$ cat src/iob_pkg.sv
// Package for the I/O option register bank: offsets, reset values, field layout, types.
// Assumes a 32-bit AXI4-Lite register bus; each option register takes one aligned word.
package iob_pkg;

  // Byte address is four times an eight-bit index, so ten address bits are used
  localparam int unsigned IOB_ADDR_W = 10;
  localparam int unsigned IOB_NIB_W = 4;

  // Printed offsets are not all multiples of four: these are indices, byte address is 4x
  localparam logic [7:0] IOB_IDX_DEB_BYP = 8'h75;
  localparam logic [7:0] IOB_IDX_EDGE = 8'h76;
  localparam logic [7:0] IOB_IDX_PA_NOPD = 8'h77;
  localparam logic [7:0] IOB_IDX_PB_NOPD = 8'h78;
  localparam logic [7:0] IOB_IDX_PB_OD = 8'h79;
  localparam logic [7:0] IOB_IDX_PC_STR = 8'h7a;
  localparam logic [7:0] IOB_IDX_FREQ = 8'h7b;
  localparam logic [7:0] IOB_IDX_RSEL1 = 8'h7c;
  localparam logic [7:0] IOB_IDX_RSEL2 = 8'h7d;
  localparam logic [7:0] IOB_IDX_TEST = 8'h7f;
  localparam logic [7:0] IOB_IDX_FIRST = 8'h75;
  localparam int unsigned IOB_NREG = 9;
  localparam int unsigned IOB_IDX_LSB = 2;

  localparam logic [3:0] IOB_OPT_RESET = 4'h0;

  // portc_and_strobe_config fields
  localparam int unsigned IOB_STR_LSB = 0;
  localparam int unsigned IOB_PC_OD_BIT = 2;
  localparam int unsigned IOB_PC_NOPD_BIT = 3;

  localparam logic [1:0] IOB_RESP_OKAY = 2'h0;
  localparam logic [1:0] IOB_RESP_SLVERR = 2'h2;

  typedef struct packed {
    logic [3:0] porta_irq_debounce_bypass;
    logic [3:0] porta_irq_edge_select;
    logic [3:0] porta_pulldown_disable;
    logic [3:0] portb_pulldown_disable;
    logic [3:0] portb_open_drain_select;
    logic [3:0] portc_and_strobe_config;
    logic [3:0] portb_freq_out_select;
    logic [3:0] porta_reset_select_first;
    logic [3:0] porta_reset_select_second;
  } iob_opt_s;

  typedef struct packed {
    logic [3:0] pa_pulldown_en;
    logic [3:0] pa_irq_edge_neg;
    logic [3:0] pa_irq_deb_bypass;
    logic [3:0] pa_rst_sel_first;
    logic [3:0] pa_rst_sel_second;
    logic [3:0] pb_pulldown_en;
    logic [3:0] pb_pullup_en;
    logic [3:0] pb_open_drain;
    logic [3:0] pb_freq_sel;
    logic [3:0] pb_test_data;
    logic pb_test_valid;
    logic [1:0] strobe_sel;
    logic pc_open_drain;
    logic pc_pulldown_en;
  } iob_ctl_s;

  typedef struct packed {
    logic awready;
    logic wready;
    logic bvalid;
    logic [1:0] bresp;
    logic arready;
    logic rvalid;
    logic [31:0] rdata;
    logic [1:0] rresp;
  } iob_axi_s;

  typedef struct packed {
    iob_opt_s opt;
    logic aw_held;
    logic [IOB_ADDR_W-1:0] aw_addr;
    logic w_held;
    logic [3:0] w_data;
    logic w_strb0;
    iob_axi_s axi;
    iob_ctl_s ctl;
  } iob_state_s;

endpackage : iob_pkg

$ cat src/iob_option_bank.sv
// I/O option register bank reached over AXI4-Lite, driving port configuration levels.
// Assumes aresetn is the power-on reset, synchronous to aclk; other resets never reach here.
`timescale 1ns/100ps
`default_nettype none

// Overview of operation
// Option registers load zero only at power-on reset, then change only by writes.
// Watchdog and port A input resets leave all option registers unchanged.
// Register 76 picks interrupt edge per port A bit; zero means positive edge.
// Register 77 bit set removes port A pull-down; cleared keeps it.
// Register 78 bit set removes port B pull-down; cleared keeps it.
// Register 79 bit set gives port B open-drain; cleared gives push-pull.
// Register 7A holds strobe select, port C open-drain and port C pull-down disable.
// Register 7B selects which internal frequency drives out on port B.
// Registers 7C and 7D choose port A inputs taking part in reset combination.
// Port B pull-up is enabled only on pins in open-drain mode.
// Writing register 7F in test mode copies accumulator onto port B outputs.
// Register 75 bit set bypasses port A debouncer for interrupts; default keeps it.
module iob_option_bank
  import iob_pkg::*;
(
  // Clock and power-on reset
  input wire logic aclk,
  input wire logic aresetn,
  // Factory test
  input wire logic test_mode,
  input wire logic [3:0] accu,
  // AXI4-Lite write address and data
  input wire logic [IOB_ADDR_W-1:0] s_axi_awaddr,
  input wire logic [2:0] s_axi_awprot,
  input wire logic s_axi_awvalid,
  output logic s_axi_awready,
  input wire logic [31:0] s_axi_wdata,
  input wire logic [3:0] s_axi_wstrb,
  input wire logic s_axi_wvalid,
  output logic s_axi_wready,
  // AXI4-Lite write response
  output logic [1:0] s_axi_bresp,
  output logic s_axi_bvalid,
  input wire logic s_axi_bready,
  // AXI4-Lite read
  input wire logic [IOB_ADDR_W-1:0] s_axi_araddr,
  input wire logic [2:0] s_axi_arprot,
  input wire logic s_axi_arvalid,
  output logic s_axi_arready,
  output logic [31:0] s_axi_rdata,
  output logic [1:0] s_axi_rresp,
  output logic s_axi_rvalid,
  input wire logic s_axi_rready,
  // Port configuration
  output iob_ctl_s port_ctl
);

  iob_state_s s_q;
  iob_state_s s_d;

  function automatic logic [7:0] idx_of(input logic [IOB_ADDR_W-1:0] a);
    idx_of = a[IOB_ADDR_W-1:IOB_IDX_LSB];
  endfunction : idx_of

  function automatic logic is_opt(input logic [7:0] i);
    is_opt = (i >= IOB_IDX_FIRST) && (i <= IOB_IDX_RSEL2);
  endfunction : is_opt

  logic [IOB_NREG*4-1:0] opt_flat;
  logic [3:0] rd_nib;
  logic [7:0] wr_idx;
  logic [7:0] rd_idx;
  logic wr_ok;
  logic rd_ok;

  // Registers held in struct in reverse of index order
  assign opt_flat = s_q.opt;

  always_comb begin
    s_d = s_q;
    wr_idx = idx_of(s_q.aw_addr);
    rd_idx = idx_of(s_axi_araddr);
    rd_nib = 4'h0;
    wr_ok = 1'b0;
    rd_ok = is_opt(rd_idx);
    s_d.ctl.pb_test_valid = 1'b0;
    if (rd_ok) begin
      rd_nib = opt_flat[(IOB_NREG-1-(rd_idx-IOB_IDX_FIRST))*4 +: 4];
    end
    // Capture address and data in either order
    if (s_axi_awvalid && s_q.axi.awready) begin
      s_d.aw_held = 1'b1;
      s_d.aw_addr = s_axi_awaddr;
      s_d.axi.awready = 1'b0;
    end
    if (s_axi_wvalid && s_q.axi.wready) begin
      s_d.w_held = 1'b1;
      s_d.w_data = s_axi_wdata[3:0];
      s_d.w_strb0 = s_axi_wstrb[0];
      s_d.axi.wready = 1'b0;
    end
    if (s_q.aw_held && s_q.w_held && !s_q.axi.bvalid) begin
      wr_ok = is_opt(wr_idx) || (wr_idx == IOB_IDX_TEST);
      s_d.axi.bvalid = 1'b1;
      s_d.axi.bresp = wr_ok ? IOB_RESP_OKAY : IOB_RESP_SLVERR;
      if (s_q.w_strb0) begin
        case (wr_idx)
          IOB_IDX_DEB_BYP: s_d.opt.porta_irq_debounce_bypass = s_q.w_data;
          IOB_IDX_EDGE: s_d.opt.porta_irq_edge_select = s_q.w_data;
          IOB_IDX_PA_NOPD: s_d.opt.porta_pulldown_disable = s_q.w_data;
          IOB_IDX_PB_NOPD: s_d.opt.portb_pulldown_disable = s_q.w_data;
          IOB_IDX_PB_OD: s_d.opt.portb_open_drain_select = s_q.w_data;
          IOB_IDX_PC_STR: s_d.opt.portc_and_strobe_config = s_q.w_data;
          IOB_IDX_FREQ: s_d.opt.portb_freq_out_select = s_q.w_data;
          IOB_IDX_RSEL1: s_d.opt.porta_reset_select_first = s_q.w_data;
          IOB_IDX_RSEL2: s_d.opt.porta_reset_select_second = s_q.w_data;
          IOB_IDX_TEST: begin
            if (test_mode) begin
              s_d.ctl.pb_test_data = accu;
              s_d.ctl.pb_test_valid = 1'b1;
            end
          end
          default: begin
          end
        endcase
      end
    end
    if (s_q.axi.bvalid && s_axi_bready) begin
      s_d.axi.bvalid = 1'b0;
      s_d.aw_held = 1'b0;
      s_d.w_held = 1'b0;
      s_d.axi.awready = 1'b1;
      s_d.axi.wready = 1'b1;
    end
    // Read: address taken when no answer is pending
    if (s_axi_arvalid && s_q.axi.arready) begin
      s_d.axi.arready = 1'b0;
      s_d.axi.rvalid = 1'b1;
      s_d.axi.rdata = {28'h000_0000, rd_nib};
      s_d.axi.rresp = rd_ok ? IOB_RESP_OKAY : IOB_RESP_SLVERR;
    end
    if (s_q.axi.rvalid && s_axi_rready) begin
      s_d.axi.rvalid = 1'b0;
      s_d.axi.arready = 1'b1;
    end
    // Configuration levels follow the option registers
    s_d.ctl.pa_irq_deb_bypass = s_d.opt.porta_irq_debounce_bypass;
    s_d.ctl.pa_irq_edge_neg = s_d.opt.porta_irq_edge_select;
    s_d.ctl.pa_pulldown_en = ~s_d.opt.porta_pulldown_disable;
    s_d.ctl.pb_pulldown_en = ~s_d.opt.portb_pulldown_disable;
    s_d.ctl.pb_open_drain = s_d.opt.portb_open_drain_select;
    s_d.ctl.pb_pullup_en = s_d.opt.portb_open_drain_select;
    s_d.ctl.strobe_sel = s_d.opt.portc_and_strobe_config[IOB_STR_LSB +: 2];
    s_d.ctl.pc_open_drain = s_d.opt.portc_and_strobe_config[IOB_PC_OD_BIT];
    s_d.ctl.pc_pulldown_en = ~s_d.opt.portc_and_strobe_config[IOB_PC_NOPD_BIT];
    s_d.ctl.pb_freq_sel = s_d.opt.portb_freq_out_select;
    s_d.ctl.pa_rst_sel_first = s_d.opt.porta_reset_select_first;
    s_d.ctl.pa_rst_sel_second = s_d.opt.porta_reset_select_second;
  end

  // Only power-on reset reaches this bank; watchdog and port A resets do not
  always_ff @(posedge aclk) begin
    if (!aresetn) begin
      s_q <= '0;
      s_q.opt <= {IOB_NREG{IOB_OPT_RESET}};
      s_q.axi.awready <= 1'b1;
      s_q.axi.wready <= 1'b1;
      s_q.axi.arready <= 1'b1;
      s_q.ctl.pa_pulldown_en <= 4'hf;
      s_q.ctl.pb_pulldown_en <= 4'hf;
      s_q.ctl.pc_pulldown_en <= 1'b1;
    end else begin
      s_q <= s_d;
    end
  end

  assign s_axi_awready = s_q.axi.awready;
  assign s_axi_wready = s_q.axi.wready;
  assign s_axi_bvalid = s_q.axi.bvalid;
  assign s_axi_bresp = s_q.axi.bresp;
  assign s_axi_arready = s_q.axi.arready;
  assign s_axi_rvalid = s_q.axi.rvalid;
  assign s_axi_rdata = s_q.axi.rdata;
  assign s_axi_rresp = s_q.axi.rresp;
  assign port_ctl = s_q.ctl;

endmodule : iob_option_bank
`default_nettype wire

$ cat config.mk
export PLATFORM = sky130hd
export DESIGN_NAME = iob_option_bank
export DESIGN_NICKNAME = d
export VERILOG_FILES = /design/src/iob_pkg.sv /design/src/iob_option_bank.sv
export SDC_FILE = /design/constraint.sdc
export NUM_CORES = 1
export LEC_CHECK = 0
export BUFFER_PORTS_ARGS = -buffer_cell sky130_fd_sc_hd__buf_2
export CORE_MARGIN = 5
export CORE_UTILIZATION = 47
export DETAILED_ROUTE_END_ITERATION = 16
export HOLD_SLACK_MARGIN = 0.02
export PLACE_DENSITY = 0.78
export SETUP_SLACK_MARGIN = 0.02
export SLEW_MARGIN = 20
export SYNTH_ARGS = -nofsm -noshare
export SYNTH_HDL_FRONTEND = slang
export SYNTH_SLANG_ARGS = --single-unit
$ cat constraint.sdc
create_clock -name aclk -period 5.4 [get_ports aclk]
set_clock_uncertainty 0.1 [all_clocks]
set_input_delay 0.27 -clock aclk [delete_from_list [all_inputs] [get_ports aclk]]
set_output_delay 0.27 -clock aclk [all_outputs]
set_load 0.02 [all_outputs]
==> summary.txt, run 1 <==
Run status
  – Status: completed

CTS
  – # H-tree levels: 3
  – Num CTS Buffers: 9
  – Resized Gates After CTS: 0
  – CTS tree: yes
  – Clock transition at the registers of the reported paths: 0.08 ns
  – Post-CTS Setup Bufs: 0
  – Clk root buf: clkbuf_8
  – Sink Count: 76
  – CTS Hold Bufs: 0
  – Later-pin clock latency in the skew report: 0.35 ns
  – CTS Buffer Depth: 2

Global routing
  – Most Crowded Layer GR: met2
  – Antenna violations before repair: 0
  – Met1 usage: 0.2094
  – Total gr overflow: 0
  – Pin count of the biggest net entering global routing: 64
  – Total GRT Usage: 0.1642
  – Met2 GRT Util: 0.2669
  – Vias in the first global route: 2791
  – First-pass GRT wire length: 13590 um
  – M3 GR Usage: 0.04642

Critical path
  – WP data required: 5.50 ns
  – Worst setup EP type: register
  – Reg2reg end: port_ctl[35]
  – Delay of the slowest critical-path stage: 0.60 ns
  – Crit path buf inv count: 2
  – Critical Path AT: 2.45 ns
  – Worst Reg-to-Reg Cells: 5
  – Setup slack, reg-to-reg: 3.25 ns
  – Critical path class: input port to register
  – Worst Path Max Fanout: 18
  – Startpoint types: input port
  – FF-to-FF Start: s_axi_bvalid
  – Critical path launch point: s_axi_araddr[2]
  – Cell Chain, Critical Path: buf_2, inv_1, ha_1, mux4_2, mux2_2, a22oi_1, o41ai_1
  – Delay-heaviest family, CP: multiplexers
  – Critical path's slowest cell: ha_1

Place
  – Cell area after placement: 3961 um^2
  – Placed Instances: 555
  – Post-detail-place hpwl: 6399 um
  – Port bufs: 88
  – Gpl congestion: 0.7939

Worst hold path
  – Hold EP: port_ctl[5]
  – Hold depth: 3
  – Min-delay src: accu[0]
  – Hold Path Class: input port to register

Pwr
  – Internal power: 834.1 uW
  – Sw frac: 0.2596
  – Sequential Power Share: 0.521
  – PwrDens: 270.6 nW/um^2
  – Psw: 292.5 uW
  – Clock power frac: 0.380
  – Logic pwr share: 0.098
  – Leakage Power: 1.863 nW
  – VDD IR-drop max: 167.5 uV

Final layout
  – # diodes: 0
  – Layout area overhead: 3.969%
  – Post-Layout Cell Count: 571
  – Layout Utilization: 0.5041
  – Commonest cells after routing, fill and taps aside: buf_2 (88), dfxtp_1 (76), nor2_1 (37)
  – Fin area: 4163 um^2
  – Share of cells above drive strength 1: 0.2811
  – Total Nets Final: 538
  – Commonest non-fill, non-tap cell in the layout: buf_2

Detailed routing
  – DR DRC count: 0
  – DRT antenna net count: 0
  – Pre-antenna DRT Iters: 4
  – DR vias: 2875
  – Drt via density: 5.035
  – Routed wire length: 8345 um
  – Drt wl/cell: 14.61 um
  – Initial drt markers: 171

Timing
  – Hold Slack: 0.06005 ns
  – Part of the cycle the worst path needs: 0.4345
  – Pins over their slew limit: 0
  – Hold Fails Final Rpt: 0
  – Slew headroom: 0.3007
  – Setup TNS after final layout: 0 ns
  – Setup Viol. Count Final: 0
  – Fmax achieved: 426.2 MHz
  – Tmin final: 2.346 ns
  – RSZ-0062 raised after global routing: no
  – Worst-Margin Slew: 1.047 ns

Synthesis
  – EDFF count, synth: 0
  – YS warnings: 0
  – FF+latch count, synth: 76
  – Synth area leaders: dfxtp_1 (38%), buf_4 (15%), mux2i_1 (7.8%)
  – Post-synth top area cell: dfxtp_1
  – Sequential area share after synthesis: 0.3800
  – Netlist cell types: 47
  – Syn Area/Cell: 9.100 um^2
  – Top cell type's share of synthesized area: 0.3800
  – Async SR Flop Fraction: 0
  – Ys flop type: dfxtp_1
  – Mapped Cells: 440
  – Synthesized area: 4004 um^2

Floorplanning
  – Die Ht: 102.3 um
  – Core area: 8258 um^2
  – Boundary Pins: 160
  – Die area: 10460 um^2
  – Die Width: 102.3 um
  – Row cnt: 33
  – Initial Util: 0.4848

Job
  – Max-cap violation count: 0
## sequential cells by signal (all words and copies together) (netlist names)
register	flops
s_axi_bvalid	1
port_ctl	38
s_axi_rresp	1
s_axi_awready	1
s_axi_rvalid	1
s_axi_rdata	4
s_axi_bresp	1
opt_flat	12
s_axi_wready	1
s_q	15
s_axi_arready	1
## worst min-delay path, delay by kind of cell
family | cells | cell delay (ns)
simple gates | 1 | 0.07
mux | 1 | 0.05
buf+inv | 1 | 0.07
## per-stage QoR
step / power [mW] / worst slack (ns)
floorplan: 0.7014 / 3.110
global placement: 0.7076 / 2.707
detailed placement: 0.7109 / 2.647
CTS: 1.138 / 3.038
global route: 1.179 / 2.855
finish: 1.127 / 3.054
## cells by family (layout without fill, tap and decap cells)
logic type      Yosys count  count (layout)  synth area share
buf+inv                 117             114            0.1900
mux                      45              45            0.1394
compound gates           70              70            0.1019
fa+ha+maj                 3               3          0.009376
other cells               1              30         0.0009366
xor+xnor                  5               5           0.01282
simple gates            123             123            0.1656
flops                    76              76            0.3800
## area by class of cell
type | count | area [um^2]
clock buffers | 10 | 137.6
clock inverters | 6 | 63.81
fillers | 779 | 4095
inverters | 10 | 37.54
multi-input cells | 276 | 1831
flip-flops and latches | 76 | 1521
well taps | 105 | 131.4
repair buffers | 88 | 440.4
## power by group through the flow
stage / combinational (mW) / sequential [mW] / clock, mW
floorplan: 0.107 / 0.594 / 0
detailed placement: 0.110 / 0.601 / 0
global route: 0.123 / 0.589 / 0.467
finish: 0.111 / 0.587 / 0.428
CTS: 0.111 / 0.587 / 0.440
global placement: 0.108 / 0.600 / 0
## Yosys cell counts, drive strengths merged (4+ instances only)
master and instances:
a21oi 32, mux4 8, dfxtp 76, nor2 38
buf 88, nand2b 10, inv 10, nand2 34
o41ai 4, nor3 4, mux2 6, mux2i 31
clkbuf 19, nor2b 4, o21ai 18, nand3 20
a22oi 4
## how the worst max path moves through the flow
stage                      to  slack [ns]  depth (start not counted)
2_1_floorplan  s_axi_rdata[3]        3.11                          9
3_3_place_gp   s_axi_rdata[3]        2.71                          7
3_5_place_dp   s_axi_rdata[1]        2.65                          8
4_1_cts        s_axi_rdata[1]        3.04                          8
5_1_grt        s_axi_rdata[1]        2.86                          8
6_report       s_axi_rdata[3]        3.05                          7
## per-layer routing
metal,up-vias,part of all wire
met5,-,0
met4,0,0.019
met3,14,0.074
met2,95,0.47
met1,1334,0.44
li1,1432,-
No activity file was read; power rests on OpenSTA's default activity.
==> inputs of run 2 (changes only) <==
Settings changed: ABC_AREA from default to 1.
Clock period 5.4 ns to 2.3 ns, I/O delays scaled along.
==> summary.txt, run 2 <==
CTS
  – CTS Buffer Depth: 2
  – CTS tree: yes
  – Post-CTS Setup Bufs: 0
  – Clk root buf: clkbuf_8
  – Num CTS Buffers: 9
  – Clock transition at the registers of the reported paths: 0.08 ns
  – # H-tree levels: 3
  – Later-pin clock latency in the skew report: 0.35 ns
  – Sink Count: 76

Synthesis
  – Sequential area share after synthesis: 0.3802
  – Top post-synthesis cells by count: buf_4 (82), nand2_1 (79), dfxtp_1 (76)
  – Synthesized area: 4001 um^2
  – EDFF count, synth: 0
  – Count leader, synth: buf_4
  – Top cell type's share of synthesized area: 0.3802
  – Ys flop type: dfxtp_1
  – FF+latch count, synth: 76
  – Async SR Flop Fraction: 0
  – Mapped Cells: 524
  – Netlist cell types: 33
  – Synth area leaders: dfxtp_1 (38%), buf_4 (15%), nand2_1 (7.4%)
  – YS warnings: 0
  – Post-synth top area cell: dfxtp_1
  – Syn Area/Cell: 7.636 um^2

Floorplanning
  – Initial Util: 0.4845
  – Core area: 8258 um^2
  – Die area: 10460 um^2
  – Die Width: 102.3 um
  – Die Ht: 102.3 um
  – Boundary Pins: 160
  – Row cnt: 33

Final layout
  – # diodes: 0
  – Layout area overhead: 12.57%
  – Commonest cells after routing, fill and taps aside: buf_2 (88), nand2_1 (79), dfxtp_1 (76)
  – Commonest non-fill, non-tap cell in the layout: buf_2
  – # fillers: 801
  – Total Nets Final: 662
  – Share of cells above drive strength 1: 0.2559
  – Max reg flops: 38
  – Post-Layout Cell Count: 695

Global routing
  – Pin count of the biggest net entering global routing: 38
  – Total GRT Usage: 0.1864
  – First-pass GRT wire length: 15200 um
  – Vias in the first global route: 3247
  – Total gr overflow: 0
  – Antenna violations before repair: 0

Critical path
  – Cell Chain, Critical Path: inv_2, nand3_1, inv_2, nand2_2, inv_2, nand2_1, nor2_1, inv_1, nor2_1, nor2_1
  – Worst Path Max Fanout: 7
  – Reg2reg end: port_ctl[5]
  – Worst setup EP type: register
  – Setup slack, reg-to-reg: 0.52 ns
  – Worst Reg-to-Reg Cells: 10
  – Crit path buf inv count: 4
  – Critical path class: register to register
  – Critical path launch point: s_axi_bvalid
  – WP data required: 2.44 ns
  – FF-to-FF Start: s_axi_bvalid
  – Critical Path AT: 1.92 ns
  – Delay of the slowest critical-path stage: 0.34 ns
  – Critical path's slowest cell: dfxtp_1
  – Delay-heaviest family, CP: simple AND/OR/NAND/NOR gates
  – Startpoint types: register

Pwr
  – Leakage Power: 2.183 nW
  – VDD IR-drop max: 435.1 uV
  – PwrDens: 677.0 nW/um^2

Detailed routing
  – Drt via density: 4.889
  – DR vias: 3398
  – Drt wl/cell: 14.11 um
  – Routed wire length: 9807 um
  – DRT antenna net count: 0
  – Pre-antenna DRT Iters: 4
  – Initial drt markers: 175
  – DR DRC count: 0

Timing
  – Worst-Margin Slew: 0.5433 ns
  – Slew headroom: 0.6373
  – Pins over their slew limit: 0
  – Setup Viol. Count Final: 0
  – Fmax achieved: 563.2 MHz
  – Setup TNS after final layout: 0 ns
  – Tmin final: 1.776 ns
  – Hold Fails Final Rpt: 0
  – RSZ-0062 raised after global routing: no
  – Part of the cycle the worst path needs: 0.7720

Place
  – Gpl congestion: 0.8494
  – Placed Instances: 659
  – Post-detail-place hpwl: 7000 um
  – Port bufs: 88

Worst hold path
  – Hold depth: 4
  – Hold Path Class: input port to register
  – Min-delay src: s_axi_araddr[7]
  – Hold EP: s_axi_rresp[1]

Run status
  – Status: completed

Job
  – Max-cap violation count: 0
[run 2: cell types whose count changed after synthesis, moves of 10 or more]
cell	delta
inv_1	+39
nand2b_1	-10
nand2_1	+45
nor2_1	+15
mux2i_1	-27
o21ai_0	+33
clkbuf_1	-11
[run 2: cells by family (layout without fill, tap and decap cells)]
| kind of cell | after synthesis | in the layout | synth area share |
|---|---|---|---|
| AOI/OAI and AO/OA | 109 | 109 | 0.1517 |
| adders and majority gates | 3 | 3 | 0.009382 |
| buffers and inverters | 148 | 185 | 0.2183 |
| DFF | 76 | 76 | 0.3802 |
| muxes | 4 | 4 | 0.01001 |
| other | 1 | 30 | 0.0009372 |
| and+or+nand+nor | 183 | 183 | 0.2295 |
[run 2: worst max-delay path by stage]
stage	end	slack [ns]	depth (start not counted)
floorplan	s_axi_rdata[0]	0.63	14
global placement	s_axi_rdata[2]	0.40	12
detailed placement	s_axi_rdata[1]	0.34	13
CTS	port_ctl[5]	0.53	10
global route	port_ctl[5]	0.31	10
finish	port_ctl[5]	0.52	10
[run 2: power breakdown]
| part | internal, mW | switching, mW | total [mW] |
|---|---|---|---|
| combinational | 0.134 | 0.285 | 0.419 |
| sequential | 1.35 | 0.0272 | 1.38 |
| clock | 0.757 | 0.499 | 1.26 |
[run 2: timing repair]
item,4_1_cts,5_1_grt
endpoints found under the setup margin,0,0
hold endpoints to repair,25,0
gates resized for setup,0,0
hold buffers,20,0
[run 2: layout make-up]
type / instances / area, um^2 / share of cell area
repair buffers: 112 / 670.6 / 0.1489
well taps: 105 / 131.4 / 0.02917
clock inverters: 5 / 107.6 / 0.02389
inverters: 57 / 216.5 / 0.04806
flip-flops and latches: 76 / 1521 / 0.3378
clock buffers: 11 / 141.4 / 0.03139
multi-input cells: 329 / 1715 / 0.3808
[run 2: worst min-delay path, delay by kind of cell]
family	cells	cell delay (ns)
AO/OA/AOI/OAI	1	0.06
AND/OR/NAND/NOR	2	0.18
buffers and inverters	1	0.12
[run 2: per-stage QoR]
| stage | worst slack (ns) | instance area (um^2) | power (mW) | hold slack [ns] | utilization |
|---|---|---|---|---|---|
| final | 0.5244 | 4504 | 3.050 | 0.05888 | 0.5455 |
| after global placement | 0.3997 | 4055 | 1.776 | 0.2387 | 0.4911 |
| after CTS | 0.5269 | 4504 | 3.065 | 0.04524 | 0.5455 |
| after global routing | 0.3060 | 4504 | 3.185 | 0.08456 | 0.5455 |
| after floorplan | 0.6307 | 4110 | 1.725 | 0.1468 | - |
| after detailed placement | 0.3397 | 4055 | 1.788 | 0.2434 | 0.4911 |
[run 2: metal layers]
layer / part of all wire / global-route usage
met1: 0.40 / 0.2190
met2: 0.50 / 0.3228
met3: 0.084 / 0.05734
met4: 0.015 / 0.06256
met5: 0 / 0
==> inputs of run 3 (changes only) <==
Settings changed: CORE_UTILIZATION 47 to 44, PLACE_DENSITY 0.78 to 0.77.
Clock period 2.3 ns to 1.45 ns, I/O delays scaled along.
==> summary.txt, run 3 (synthesized netlist as in run 2, its figures left out) <==
Run status
  – Status: complete, but fails checks
  – Failing checks: setup timing

Final layout
  – Commonest cells after routing, fill and taps aside: buf_2 (88), nand2_1 (69), dfxtp_1 (68)
  – Max reg flops: 38
  – Post-Layout Cell Count: 743
  – # diodes: 0
  – Share of cells above drive strength 1: 0.3669
  – Commonest non-fill, non-tap cell in the layout: buf_2
  – Layout area overhead: 24.55%
  – Total Nets Final: 707

Job
  – Max-cap violation count: 0

Global routing
  – First-pass GRT wire length: 17130 um
  – Total GRT Usage: 0.1887
  – Antenna violations before repair: 0
  – Total gr overflow: 0
  – Pin count of the biggest net entering global routing: 38
  – Vias in the first global route: 3629

Critical path
  – Worst Reg-to-Reg Cells: 8
  – Setup slack, reg-to-reg: -0.08 ns
  – WP data required: 1.60 ns
  – Critical path class: register to register
  – Startpoint types: register
  – Critical Path AT: 1.69 ns
  – Worst setup EP type: register
  – Critical path launch point: s_q[98]
  – Worst Path Max Fanout: 8
  – FF-to-FF Start: s_q[98]
  – Reg2reg end: port_ctl[0]

Timing
  – Hold Fails Final Rpt: 0
  – Pins over their slew limit: 0
  – Tmin final: 1.532 ns
  – RSZ-0062 raised after global routing: yes
  – Part of the cycle the worst path needs: 1.057
  – Fmax achieved: 652.6 MHz
  – Final Worst Setup Slack: -0.08245 ns
  – Setup Viol. Count Final: 17

Floorplanning
  – Die Ht: 105.4 um
  – Die Width: 105.4 um
  – Initial Util: 0.4544
  – Die area: 11100 um^2
  – Core area: 8806 um^2
  – Row cnt: 34
  – Boundary Pins: 160

Place
  – Placed Instances: 691
  – Post-detail-place hpwl: 7766 um
  – Gpl congestion: 0.8509
  – Post-placement setup slack: -0.1721 ns
  – Port bufs: 88

CTS
  – CTS tree: yes
  – CTS Buffer Depth: 2
  – Clock transition at the registers of the reported paths: 0.09 ns
  – Num CTS Buffers: 9
  – Later-pin clock latency in the skew report: 0.35 ns
  – Clk root buf: clkbuf_8
  – Sink Count: 76
  – # H-tree levels: 3

Pwr
  – Final Power: 4.403 mW
  – PwrDens: 883.6 nW/um^2
  – VDD IR-drop max: 580.3 uV
  – Leakage Power: 2.387 nW

Worst hold path
  – Min-delay src: s_axi_wvalid
  – Hold Path Class: input port to register
  – Hold EP: s_axi_wready
  – Hold depth: 4

Detailed routing
  – DRT antenna net count: 0
  – Drt via density: 4.898
  – Pre-antenna DRT Iters: 5
  – Routed wire length: 10660 um
  – DR vias: 3639
  – Drt wl/cell: 14.35 um
  – DR DRC count: 0
  – Initial drt markers: 192
## run 3: changes by cell type in the layout (fill, tap and decap cells not counted), sizes merged
| cell | change |
|---|---|
| clkinvlp | +2 |
| bufinv | -3 |
| buf | +43 |
| clkinv | +1 |
| dlygate4sd3 | +2 |
## run 3: layout make-up
| type | instances | area [um^2] |
|---|---|---|
| clock buffers | 11 | 131.4 |
| multi-input cells | 329 | 1863 |
| fillers | 830 | 3822 |
| repair buffers | 157 | 1049 |
| clock inverters | 5 | 37.54 |
| flip-flops and latches | 76 | 1531 |
| well taps | 108 | 135.1 |
| inverters | 57 | 236.5 |
## run 3: power breakdown
part	total (mW)	leakage [nW]	internal [mW]	switching, mW
Sequential	2.19	0.620	2.14	0.0487
Combinational	0.769	1.69	0.287	0.482
Clock	1.44	0.0799	0.629	0.814
## run 3: critical path: stages, from the launching register on
cell and delay, ns:
dfxtp_2 0.36, nand4_4 0.15, inv_2 0.16, nand4_1 0.14, nor2_2 0.12, buf_4 0.16
o21ai_0 0.07, nor2_1 0.12, inv_1 0.05
## run 3: worst max path at each step
stage | end | slack [ns] | cells after the start
after detailed placement | s_axi_rdata[2] | -0.17 | 13
after CTS | port_ctl[11] | -0.08 | 9
after global routing | port_ctl[30] | -0.17 | 10
after floorplan | s_axi_rdata[0] | -0.06 | 14
final | port_ctl[0] | -0.08 | 8
after global placement | s_axi_rdata[2] | -0.1 | 13
## run 3: what timing repair did
action | in CTS | in global routing
endpoints found under the setup margin | 41 | 56
hold buffers | 22 | 0
pin swaps | 6 | 18
resized for setup | 20 | 37
buffers inserted | 8 | 6
endpoints found under the hold margin | 29 | 0
## run 3: stage by stage
step | setup TNS (ns) | hold WS (ns) | utilization | cell area, um^2
2_1_floorplan | -0.2435 | 0.1043 | - | 4184
3_3_place_gp | -0.4162 | 0.1967 | 0.4936 | 4347
3_5_place_dp | -1.982 | 0.2079 | 0.4936 | 4347
4_1_cts | -0.6616 | 0.1114 | 0.5506 | 4848
5_1_grt | -4.634 | 0.1654 | 0.5659 | 4984
6_report | -0.5490 | 0.1356 | 0.5659 | 4984
## run 3: routing by layer
metal	wire, um	GRT usage	share of wire
met1	4277	0.2220	0.40
met2	5283	0.3361	0.50
met3	891	0.05501	0.084
met4	208	0.04780	0.020
met5	0	0	0
